--- config.mk ---
export PLATFORM = sky130hd
export DESIGN_NAME = acc_top
export DESIGN_NICKNAME = d
export VERILOG_FILES = /design/src/acc_pkg.sv /design/src/acc_sync.sv /design/src/acc_top.sv
export SDC_FILE = /design/constraint.sdc
export NUM_CORES = 1
export LEC_CHECK = 0
export ABC_AREA = 1
export BUFFER_PORTS_ARGS = -buffer_cell sky130_fd_sc_hd__buf_4
export CAP_MARGIN = 10
export CORE_UTILIZATION = 43
export DETAILED_ROUTE_END_ITERATION = 8
export PLACE_DENSITY_LB_ADDON = 0.1
export SETUP_SLACK_MARGIN = 0.05
export SYNTH_ARGS = -nofsm -noshare
export SYNTH_HDL_FRONTEND = slang
export SYNTH_SLANG_ARGS = --single-unit
export TNS_END_PERCENT = 30
--- constraint.sdc ---
create_clock -name CLK -period 2.05 [get_ports CLK]
set_input_delay 0.205 -clock CLK [delete_from_list [all_inputs] [get_ports CLK]]
set_output_delay 0.205 -clock CLK [all_outputs]
set_load 0.03 [all_outputs]
--- src/acc_pkg.sv ---
// Constants shared by the analog comparator control block.
// Assumes a 32-bit AHB-Lite bus and 10-bit analog level codes.
package acc_pkg;

  // ==========================================================
  // Register indices and address width
  // ==========================================================
  localparam logic [7:0]  ACC_IDX_CTRL_STATUS = 8'h50;
  localparam logic [7:0]  ACC_IDX_CONV_CTRL_B = 8'h7B;
  localparam logic [7:0]  ACC_IDX_BUF_DISABLE = 8'h7F;
  localparam logic [7:0]  ACC_IDX_IRQ_STATUS  = 8'h80;
  localparam logic [7:0]  ACC_IDX_IRQ_MASK    = 8'h81;
  localparam int          ACC_ADDR_W          = 10;

  // ==========================================================
  // Comparator control/status field positions
  // ==========================================================
  localparam int ACC_CS_DISABLE   = 7;
  localparam int ACC_CS_BANDGAP   = 6;
  localparam int ACC_CS_RESULT    = 5;
  localparam int ACC_CS_FLAG      = 4;
  localparam int ACC_CS_IRQ_EN    = 3;
  localparam int ACC_CS_ROUTE     = 2;
  localparam int ACC_CS_EDGE_HI   = 1;
  localparam int ACC_CS_EDGE_LO   = 0;

  // Converter control B and buffer disable fields
  localparam int ACC_CB_MUX_NEG   = 6;
  localparam int ACC_CB_TRIG_HI   = 2;
  localparam int ACC_BD_NEG       = 1;
  localparam int ACC_BD_POS       = 0;
  localparam logic [7:0] ACC_CB_WMASK = 8'h47;

  // Interrupt status/mask layout
  localparam int ACC_IS_EVENT     = 0;

  // ==========================================================
  // Reset values
  // ==========================================================
  localparam logic [7:0] ACC_RST_CTRL = 8'h00;
  localparam logic [7:0] ACC_RST_CB   = 8'h00;
  localparam logic [1:0] ACC_RST_BD   = 2'h0;

  // ==========================================================
  // Analog level model
  // ==========================================================
  localparam int          ACC_LVL_W    = 10;
  localparam logic [9:0]  ACC_BANDGAP  = 10'h119;

  // Edge modes of the interrupt event select
  typedef enum logic [1:0] {
    ACC_EDGE_TOGGLE  = 2'h0,
    ACC_EDGE_RSVD    = 2'h1,
    ACC_EDGE_FALL    = 2'h2,
    ACC_EDGE_RISE    = 2'h3
  } acc_edge_t;

  // AHB transfer type bit that marks an active transfer
  localparam int ACC_HTRANS_ACT = 1;

endpackage

--- src/acc_sync.sv ---
// Two-stage synchroniser with a hold input.
// Assumes d may change at any time relative to clk.
`timescale 1ns/100ps
module acc_sync (
  input  wire logic clk,
  input  wire logic arst_n,
  input  wire logic hold,
  input  wire logic d,
  output logic      q
);
  import acc_pkg::*;

  logic stage1_ff;
  logic stage2_ff;

  // ==========================================================
  // First stage feeds only the second stage
  // ==========================================================
  always_ff @(posedge clk or negedge arst_n) begin
    if (!arst_n) begin
      stage1_ff <= 1'b0;
    end else begin
      stage1_ff <= d;
    end
  end

  // Second stage freezes while hold is high
  always_ff @(posedge clk or negedge arst_n) begin
    if (!arst_n) begin
      stage2_ff <= 1'b0;
    end else if (!hold) begin
      stage2_ff <= stage1_ff;
    end
  end

  assign q = stage2_ff;

endmodule

--- src/acc_top.sv ---
// Analog comparator control: input selection, result synchroniser,
// edge events, flag, interrupts, capture routing, buffer disables.
// Assumes one 10 MHz clock, an AHB-Lite master, and analog levels
// given as codes that change slowly against the clock.
`timescale 1ns/100ps
module acc_top (
  input  wire logic                    CLK,
  input  wire logic                    ARST_N,
  input  wire logic                    HSEL,
  input  wire logic [31:0]             HADDR,
  input  wire logic [1:0]              HTRANS,
  input  wire logic                    HWRITE,
  input  wire logic [2:0]              HSIZE,
  input  wire logic [31:0]             HWDATA,
  input  wire logic                    HREADY,
  output logic      [31:0]             HRDATA,
  output logic                         HREADYOUT,
  output logic                         HRESP,
  input  wire logic [acc_pkg::ACC_LVL_W-1:0] POS_PIN_LEVEL,
  input  wire logic [acc_pkg::ACC_LVL_W-1:0] NEG_PIN_LEVEL,
  input  wire logic [7:0][acc_pkg::ACC_LVL_W-1:0] CHANNEL_LEVEL,
  input  wire logic                    CONVERTER_ENABLE,
  input  wire logic [2:0]              CHANNEL_SELECT,
  input  wire logic                    GLOBAL_IRQ_ENABLE,
  input  wire logic                    VECTOR_SERVICED,
  input  wire logic                    POS_PIN_DIGITAL,
  input  wire logic                    NEG_PIN_DIGITAL,
  output logic                         POS_PIN_READ,
  output logic                         NEG_PIN_READ,
  output logic                         COMPARATOR_POWER,
  output logic                         CAPTURE_OUT,
  output logic                         CMP_IRQ_REQ,
  output logic                         IRQ,
  output logic [2:0]                   TRIGGER_SOURCE_SELECT
);
  import acc_pkg::*;

  logic [7:0]           ctrl_ff;
  logic [7:0]           convb_ff;
  logic [1:0]           bufdis_ff;
  logic                 flag_ff;
  logic                 irq_stat_ff;
  logic                 irq_mask_ff;
  logic                 prev_ff;
  logic [1:0]           pin_s1_ff;
  logic [1:0]           pin_s2_ff;
  logic                 wr_pend_ff;
  logic [7:0]           wr_idx_ff;
  logic [31:0]          rdata_ff;
  logic                 nxt_flag;
  logic                 nxt_irq_stat;
  logic [ACC_LVL_W-1:0] pos_level;
  logic [ACC_LVL_W-1:0] neg_level;
  logic                 raw_cmp;
  logic                 result;
  logic                 edge_evt;
  logic                 addr_ok;
  logic                 accept;
  logic [7:0]           acc_idx;
  logic [31:0]          rd_mux;
  logic                 wr_cs;
  logic                 flag_w1c;
  logic                 stat_w1c;
  acc_edge_t            edge_mode;
  logic                 comp_off;
  logic                 mux_borrow;

  // ==========================================================
  // Input selection and comparison
  // ==========================================================
  // Converter running means its multiplexer is not ours to use
  assign mux_borrow = convb_ff[ACC_CB_MUX_NEG] & ~CONVERTER_ENABLE;

  // Negative input: channel pin or dedicated pin
  always_comb begin
    neg_level = NEG_PIN_LEVEL;
    if (mux_borrow) begin
      neg_level = CHANNEL_LEVEL[CHANNEL_SELECT];
    end
  end

  // Positive input: bandgap or dedicated pin
  assign pos_level = ctrl_ff[ACC_CS_BANDGAP] ? ACC_BANDGAP
                                             : POS_PIN_LEVEL;

  // Analog comparison model; ties count as not above
  assign raw_cmp  = (pos_level > neg_level);
  assign comp_off = ctrl_ff[ACC_CS_DISABLE];
  assign COMPARATOR_POWER = ~comp_off;

  // ==========================================================
  // Result synchroniser and edge detection
  // ==========================================================
  // Level codes are asynchronous; only the one-bit result crosses
  acc_sync u_result_sync (
    .clk    (CLK),
    .arst_n (ARST_N),
    .hold   (comp_off),
    .d      (raw_cmp),
    .q      (result)
  );

  // Previous result for edge compare
  always_ff @(posedge CLK or negedge ARST_N) begin
    if (!ARST_N) begin
      prev_ff <= 1'b0;
    end else begin
      prev_ff <= result;
    end
  end

  assign edge_mode = acc_edge_t'(ctrl_ff[ACC_CS_EDGE_HI:ACC_CS_EDGE_LO]);

  // Event decode; reserved mode is deliberately dead
  always_comb begin
    case (edge_mode)
      ACC_EDGE_TOGGLE: edge_evt = result ^ prev_ff;
      ACC_EDGE_FALL:   edge_evt = prev_ff & ~result;
      ACC_EDGE_RISE:   edge_evt = result & ~prev_ff;
      ACC_EDGE_RSVD:   edge_evt = 1'b0;
      default:         edge_evt = 1'b0;
    endcase
  end

  // Capture route is a plain gate, so timer filtering stays in timer
  assign CAPTURE_OUT = ctrl_ff[ACC_CS_ROUTE] & result;

  // ==========================================================
  // AHB-Lite slave: zero wait states, always OKAY
  // ==========================================================
  assign acc_idx   = HADDR[9:2];
  assign addr_ok   = (HADDR[1:0] == 2'h0) && (HADDR[31:ACC_ADDR_W] == '0);
  assign accept    = HSEL & HTRANS[ACC_HTRANS_ACT] & HREADY;
  assign HREADYOUT = 1'b1;
  assign HRESP     = 1'b0;
  assign HRDATA    = rdata_ff;

  // Read mux; unmapped and reserved bits read zero
  always_comb begin
    rd_mux = 32'h0000_0000;
    if (addr_ok) begin
      case (acc_idx)
        ACC_IDX_CTRL_STATUS: begin
          rd_mux[7:0] = ctrl_ff;
          rd_mux[ACC_CS_RESULT] = result;
          rd_mux[ACC_CS_FLAG]   = flag_ff;
        end
        ACC_IDX_CONV_CTRL_B: rd_mux[7:0] = convb_ff & ACC_CB_WMASK;
        ACC_IDX_BUF_DISABLE: rd_mux[1:0] = bufdis_ff;
        ACC_IDX_IRQ_STATUS:  rd_mux[ACC_IS_EVENT] = irq_stat_ff;
        ACC_IDX_IRQ_MASK:    rd_mux[ACC_IS_EVENT] = irq_mask_ff;
        default:             rd_mux = 32'h0000_0000;
      endcase
    end
  end

  // Address phase capture; read data sampled at address phase
  always_ff @(posedge CLK or negedge ARST_N) begin
    if (!ARST_N) begin
      wr_pend_ff <= 1'b0;
      wr_idx_ff  <= 8'h00;
      rdata_ff   <= 32'h0000_0000;
    end else begin
      if (HREADY) begin
        wr_pend_ff <= accept & HWRITE & addr_ok;
        wr_idx_ff  <= acc_idx;
      end
      if (accept && !HWRITE) begin
        rdata_ff <= rd_mux;
      end
    end
  end

  assign wr_cs = wr_pend_ff && (wr_idx_ff == ACC_IDX_CTRL_STATUS);

  // ==========================================================
  // Control registers
  // ==========================================================
  // Result and flag bits are not stored through the write path
  always_ff @(posedge CLK or negedge ARST_N) begin
    if (!ARST_N) begin
      ctrl_ff <= ACC_RST_CTRL;
    end else if (wr_cs) begin
      ctrl_ff[ACC_CS_DISABLE] <= HWDATA[ACC_CS_DISABLE];
      ctrl_ff[ACC_CS_BANDGAP] <= HWDATA[ACC_CS_BANDGAP];
      ctrl_ff[ACC_CS_IRQ_EN]  <= HWDATA[ACC_CS_IRQ_EN];
      ctrl_ff[ACC_CS_ROUTE]   <= HWDATA[ACC_CS_ROUTE];
      ctrl_ff[ACC_CS_EDGE_HI:ACC_CS_EDGE_LO] <=
        HWDATA[ACC_CS_EDGE_HI:ACC_CS_EDGE_LO];
    end
  end

  // Converter control B keeps only its writable bits
  always_ff @(posedge CLK or negedge ARST_N) begin
    if (!ARST_N) begin
      convb_ff <= ACC_RST_CB;
    end else if (wr_pend_ff && (wr_idx_ff == ACC_IDX_CONV_CTRL_B)) begin
      convb_ff <= HWDATA[7:0] & ACC_CB_WMASK;
    end
  end

  assign TRIGGER_SOURCE_SELECT = convb_ff[ACC_CB_TRIG_HI:0];

  // Buffer disable bits
  always_ff @(posedge CLK or negedge ARST_N) begin
    if (!ARST_N) begin
      bufdis_ff <= ACC_RST_BD;
    end else if (wr_pend_ff && (wr_idx_ff == ACC_IDX_BUF_DISABLE)) begin
      bufdis_ff <= HWDATA[1:0];
    end
  end

  // ==========================================================
  // Comparator flag and request
  // ==========================================================
  assign flag_w1c = wr_cs & HWDATA[ACC_CS_FLAG];

  // Event wins over a same-cycle clear so no edge is lost
  always_comb begin
    nxt_flag = flag_ff;
    if (flag_w1c || VECTOR_SERVICED) begin
      nxt_flag = 1'b0;
    end
    if (edge_evt) begin
      nxt_flag = 1'b1;
    end
  end

  always_ff @(posedge CLK or negedge ARST_N) begin
    if (!ARST_N) begin
      flag_ff <= 1'b0;
    end else begin
      flag_ff <= nxt_flag;
    end
  end

  assign CMP_IRQ_REQ = flag_ff & ctrl_ff[ACC_CS_IRQ_EN]
                     & GLOBAL_IRQ_ENABLE;

  // ==========================================================
  // Sticky interrupt status and mask
  // ==========================================================
  assign stat_w1c = wr_pend_ff && (wr_idx_ff == ACC_IDX_IRQ_STATUS)
                 && HWDATA[ACC_IS_EVENT];

  // Same set-over-clear order as the flag
  always_comb begin
    nxt_irq_stat = irq_stat_ff & ~stat_w1c;
    if (edge_evt) begin
      nxt_irq_stat = 1'b1;
    end
  end

  always_ff @(posedge CLK or negedge ARST_N) begin
    if (!ARST_N) begin
      irq_stat_ff <= 1'b0;
      irq_mask_ff <= 1'b0;
    end else begin
      irq_stat_ff <= nxt_irq_stat;
      if (wr_pend_ff && (wr_idx_ff == ACC_IDX_IRQ_MASK)) begin
        irq_mask_ff <= HWDATA[ACC_IS_EVENT];
      end
    end
  end

  assign IRQ = irq_stat_ff & irq_mask_ff;

  // ==========================================================
  // Pin digital input buffers
  // ==========================================================
  // Pins are asynchronous; two stages before the gating
  always_ff @(posedge CLK or negedge ARST_N) begin
    if (!ARST_N) begin
      pin_s1_ff <= 2'h0;
      pin_s2_ff <= 2'h0;
    end else begin
      pin_s1_ff <= {NEG_PIN_DIGITAL, POS_PIN_DIGITAL};
      pin_s2_ff <= pin_s1_ff;
    end
  end

  assign NEG_PIN_READ = pin_s2_ff[1] & ~bufdis_ff[ACC_BD_NEG];
  assign POS_PIN_READ = pin_s2_ff[0] & ~bufdis_ff[ACC_BD_POS];
endmodule

==> impl_metrics.csv <==
group,metric,value,unit
die,dieArea,8380,sq um
global_routing,overflow,0,
die,start_util,44.6,%
global_routing,grt_max_degree,50,
power,vdd_ir_drop_max,0.248,mV
timing,rsz0062_at_grt,"false",
setup_path,startpoint_type,"flip-flop",
power,seqPwrFrac,36.3,%
route,vias,3667,
route,drt-initial-drc-count,164,
power,pwr-share-clk,33.5,%
finish,fin_area,4850,sq um
synthesis,ys_warn_count,0,
setup_path,end_kind,"flip-flop",
route,drt_wl_total,9550,um
die,core,7730,sq um
setup_path,slowest_stage,"dfrtp_1",
timing,drv_slew,0,
power,power.density,465,nW/um^2
power,p_switching,0.646,mW
global_routing,track_usage,23.4,%
timing,finalHoldViolations,0,
clock_network,worstSkewPairLatency,0.29,ns
die,rows,32,
synthesis,seq_area_frac_synth,28.3,%
route,drc,0,
clock_network,cts.clk_slew.worst_paths,0.07,ns
timing,tightest_slew,0.516,ns
timing,worst_slack,0.226,ns
clock_network,cts_tree,"yes",
timing,min_period_over_period,89.0,%
die,die_h,91.6,um
status,status,"complete, no violations",
placement,pre_cts_slack,0.0494,ns
timing,setup-violations-final,0,
flow_run,max_cap_viol_count,0,
synthesis,synth_seq_cells,39,
timing,fin_crit,1.82,ns
placement,routabilityCongestion,0.900,
power,p_int,1.61,mW
clock_network,clock_sinks,39,
placement,place_area,4680,sq um
clock_network,htree_levels,2,
timing,fmax,548,MHz
timing,clock_skew,0.00944,ns
clock_network,cts_buffers,5,
finish,num-nets-final,867,
synthesis,synth_area,3450,sq um
power,switching_share,28.7,%
setup_path,critPathKind,"flip-flop to flip-flop",
setup_path,worst_path_dominant_cell_family,"simple AND/OR/NAND/NOR gates",
placement,portBuffers,169,
global_routing,antenna_found_initial,0,
die,die_w,91.6,um
setup_path,cp.required,2.28,ns
power,p_comb_share,30.2,%
finish,fin_util,62.7,%
die,io_pins,225,
setup_path,path_max_fanout,5,
finish,area_delta_synth_final,40.5,%
worst_hold_path,hold_class,"input pin to flip-flop",
timing,relSlewSlack,65.2,%
placement,dp_hpwl,7780,um
timing,setup_tns,0,ns
route,wl_per_cell,12.3,um
finish,drive_above_1_share,35.8,%
route,ant_nets,0,
global_routing,grt_pass1_wl,15800,um
synthesis,avgSynthCellArea,6.75,sq um
synthesis,ys_types,35,
route,dr.pass1.iters,4,
setup_path,cpPeakStageDelay,0.39,ns
setup_path,crit_arrival,2.06,ns
power,leakage,2.63,nW
setup_path,path_cells,"inv_2 -> nor2_4 -> buf_2 -> nand3_1 -> nand2_1 -> inv_1 -> ha_1 -> nand2_1 -> nor2_2 -> o211ai_1 -> nand3_1 -> o21ai_1 -> inv_1",
clock_network,clock_path_buffers,2,
global_routing,grt_pass1_vias,3581,
route,viasPerCell,4.73,
finish,fill_cells,740,
synthesis,syn_inst,511,
finish,antennaDiodeCount,0,
setup_path,crit_buf_inv,4,
clock_network,root_buffer,"clkbuf_8",
-- synth_stat cells, drive strengths merged --
library cell | instances | area (sq um)
o311ai | 1 | 8.76
conb | 2 | 7.51
nand3 | 52 | 270
o211ai | 10 | 120
buf | 45 | 333
mux2 | 1 | 11.3
nand4 | 4 | 25.0
nand2 | 114 | 435
ha | 12 | 150
nor2 | 85 | 387
nor4 | 1 | 21.3
o22ai | 1 | 6.26
a21oi | 5 | 25.0
inv | 63 | 236
or2 | 4 | 25.0
o21a | 11 | 82.6
nor3 | 6 | 51.3
clkbuf | 2 | 7.51
o21ai | 53 | 269
dfrtp | 39 | 976
-- metrics by stage --
stage / cells / hold WS [ns] / total power [mW]
floorplan: 535 / -0.0906 / 1.22
global placement: 765 / 0.202 / 1.50
detailed placement: 765 / 0.205 / 1.51
CTS: 774 / 0.00701 / 2.26
global route: 776 / 0.00639 / 2.38
finish: 776 / 0.0175 / 2.25
-- power by group through the flow --
| stage | Combinational, mW | Clock (mW) | Sequential, mW |
|---|---|---|---|
| finish | 0.680 | 0.755 | 0.819 |
| global route | 0.755 | 0.800 | 0.823 |
| CTS | 0.676 | 0.770 | 0.819 |
| detailed placement | 0.673 | 0 | 0.834 |
| global placement | 0.663 | 0 | 0.832 |
| floorplan | 0.394 | 0 | 0.829 |
-- placed cells by master, fill, tap and decap left out, types with 11 or more instances in the layout --
cell and n:
o21ai_1 32, inv_2 11, nand3_1 50, nor2_1 62, nand2_1 111, inv_1 52
buf_4 172, dfrtp_1 39, conb_1 26, nor2_2 19, ha_1 12, o21a_1 11
o21ai_0 20
-- layout make-up --
cell class | count | area [sq um] | area share, %
sequential | 39 | 976 | 20.1
timing repair buffer | 178 | 1380 | 28.4
multi-input combinational | 386 | 2000 | 41.2
clock buffer | 6 | 72.6 | 1.50
tap | 102 | 128 | 2.63
inverter | 63 | 236 | 4.88
clock inverter | 2 | 60.1 | 1.24
-- routing by layer --
metal | up-vias | track usage [%] | part of all wire [%]
met5 | - | 0 | 0
met4 | 0 | 5.82 | 1.3
met3 | 13 | 3.77 | 5.8
met2 | 126 | 41.0 | 49
met1 | 1623 | 29.7 | 44
li1 | 1905 | - | -
-- worst paths after layout --
check                                startpoint                       to  slack, ns  cells after the start
worst max register to register      convb_ff[6]  u_result_sync.stage1_ff       0.23                     13
min in group asynchronous                ARST_N                HRDATA[4]       0.41                      2
worst min register to register     pin_s1_ff[1]             pin_s2_ff[1]       0.35                      0
max in group asynchronous                ARST_N             bufdis_ff[1]       1.28                      2
worst min-delay path            POS_PIN_DIGITAL             pin_s1_ff[0]       0.02                      1
worst max-delay path                convb_ff[6]  u_result_sync.stage1_ff       0.23                     13
-- timing repair --
| item | 4_1_cts | 5_1_grt |
|---|---|---|
| buffers inserted | 0 | 1 |
| resized for setup | 0 | 6 |
| endpoints found under the setup margin | 0 | 1 |
| hold buffers | 1 | 0 |
| hold endpoints to repair | 39 | 0 |
-- state kept, by name, summed over array words and instances, names as in the netlist --
signal	count
bufdis_ff	2
wr_idx_ff	8
prev_ff	1
pin_s1_ff	2
flag_ff	1
pin_s2_ff	2
irq_mask_ff	1
u_result_sync.stage1_ff	1
irq_stat_ff	1
wr_pend_ff	1
ctrl_ff	5
comp_off	1
convb_ff	4
HRDATA	8
u_result_sync.q	1
-- cells by family after synthesis --
kind of cell    share of synthesized area, %
flops                                   28.3
fa+ha+maj                               4.35
buf+inv                                 16.7
simple gates                            35.2
compound gates                          14.8
mux                                    0.327
other cells                            0.218
Power figures use the tool's default switching activity.
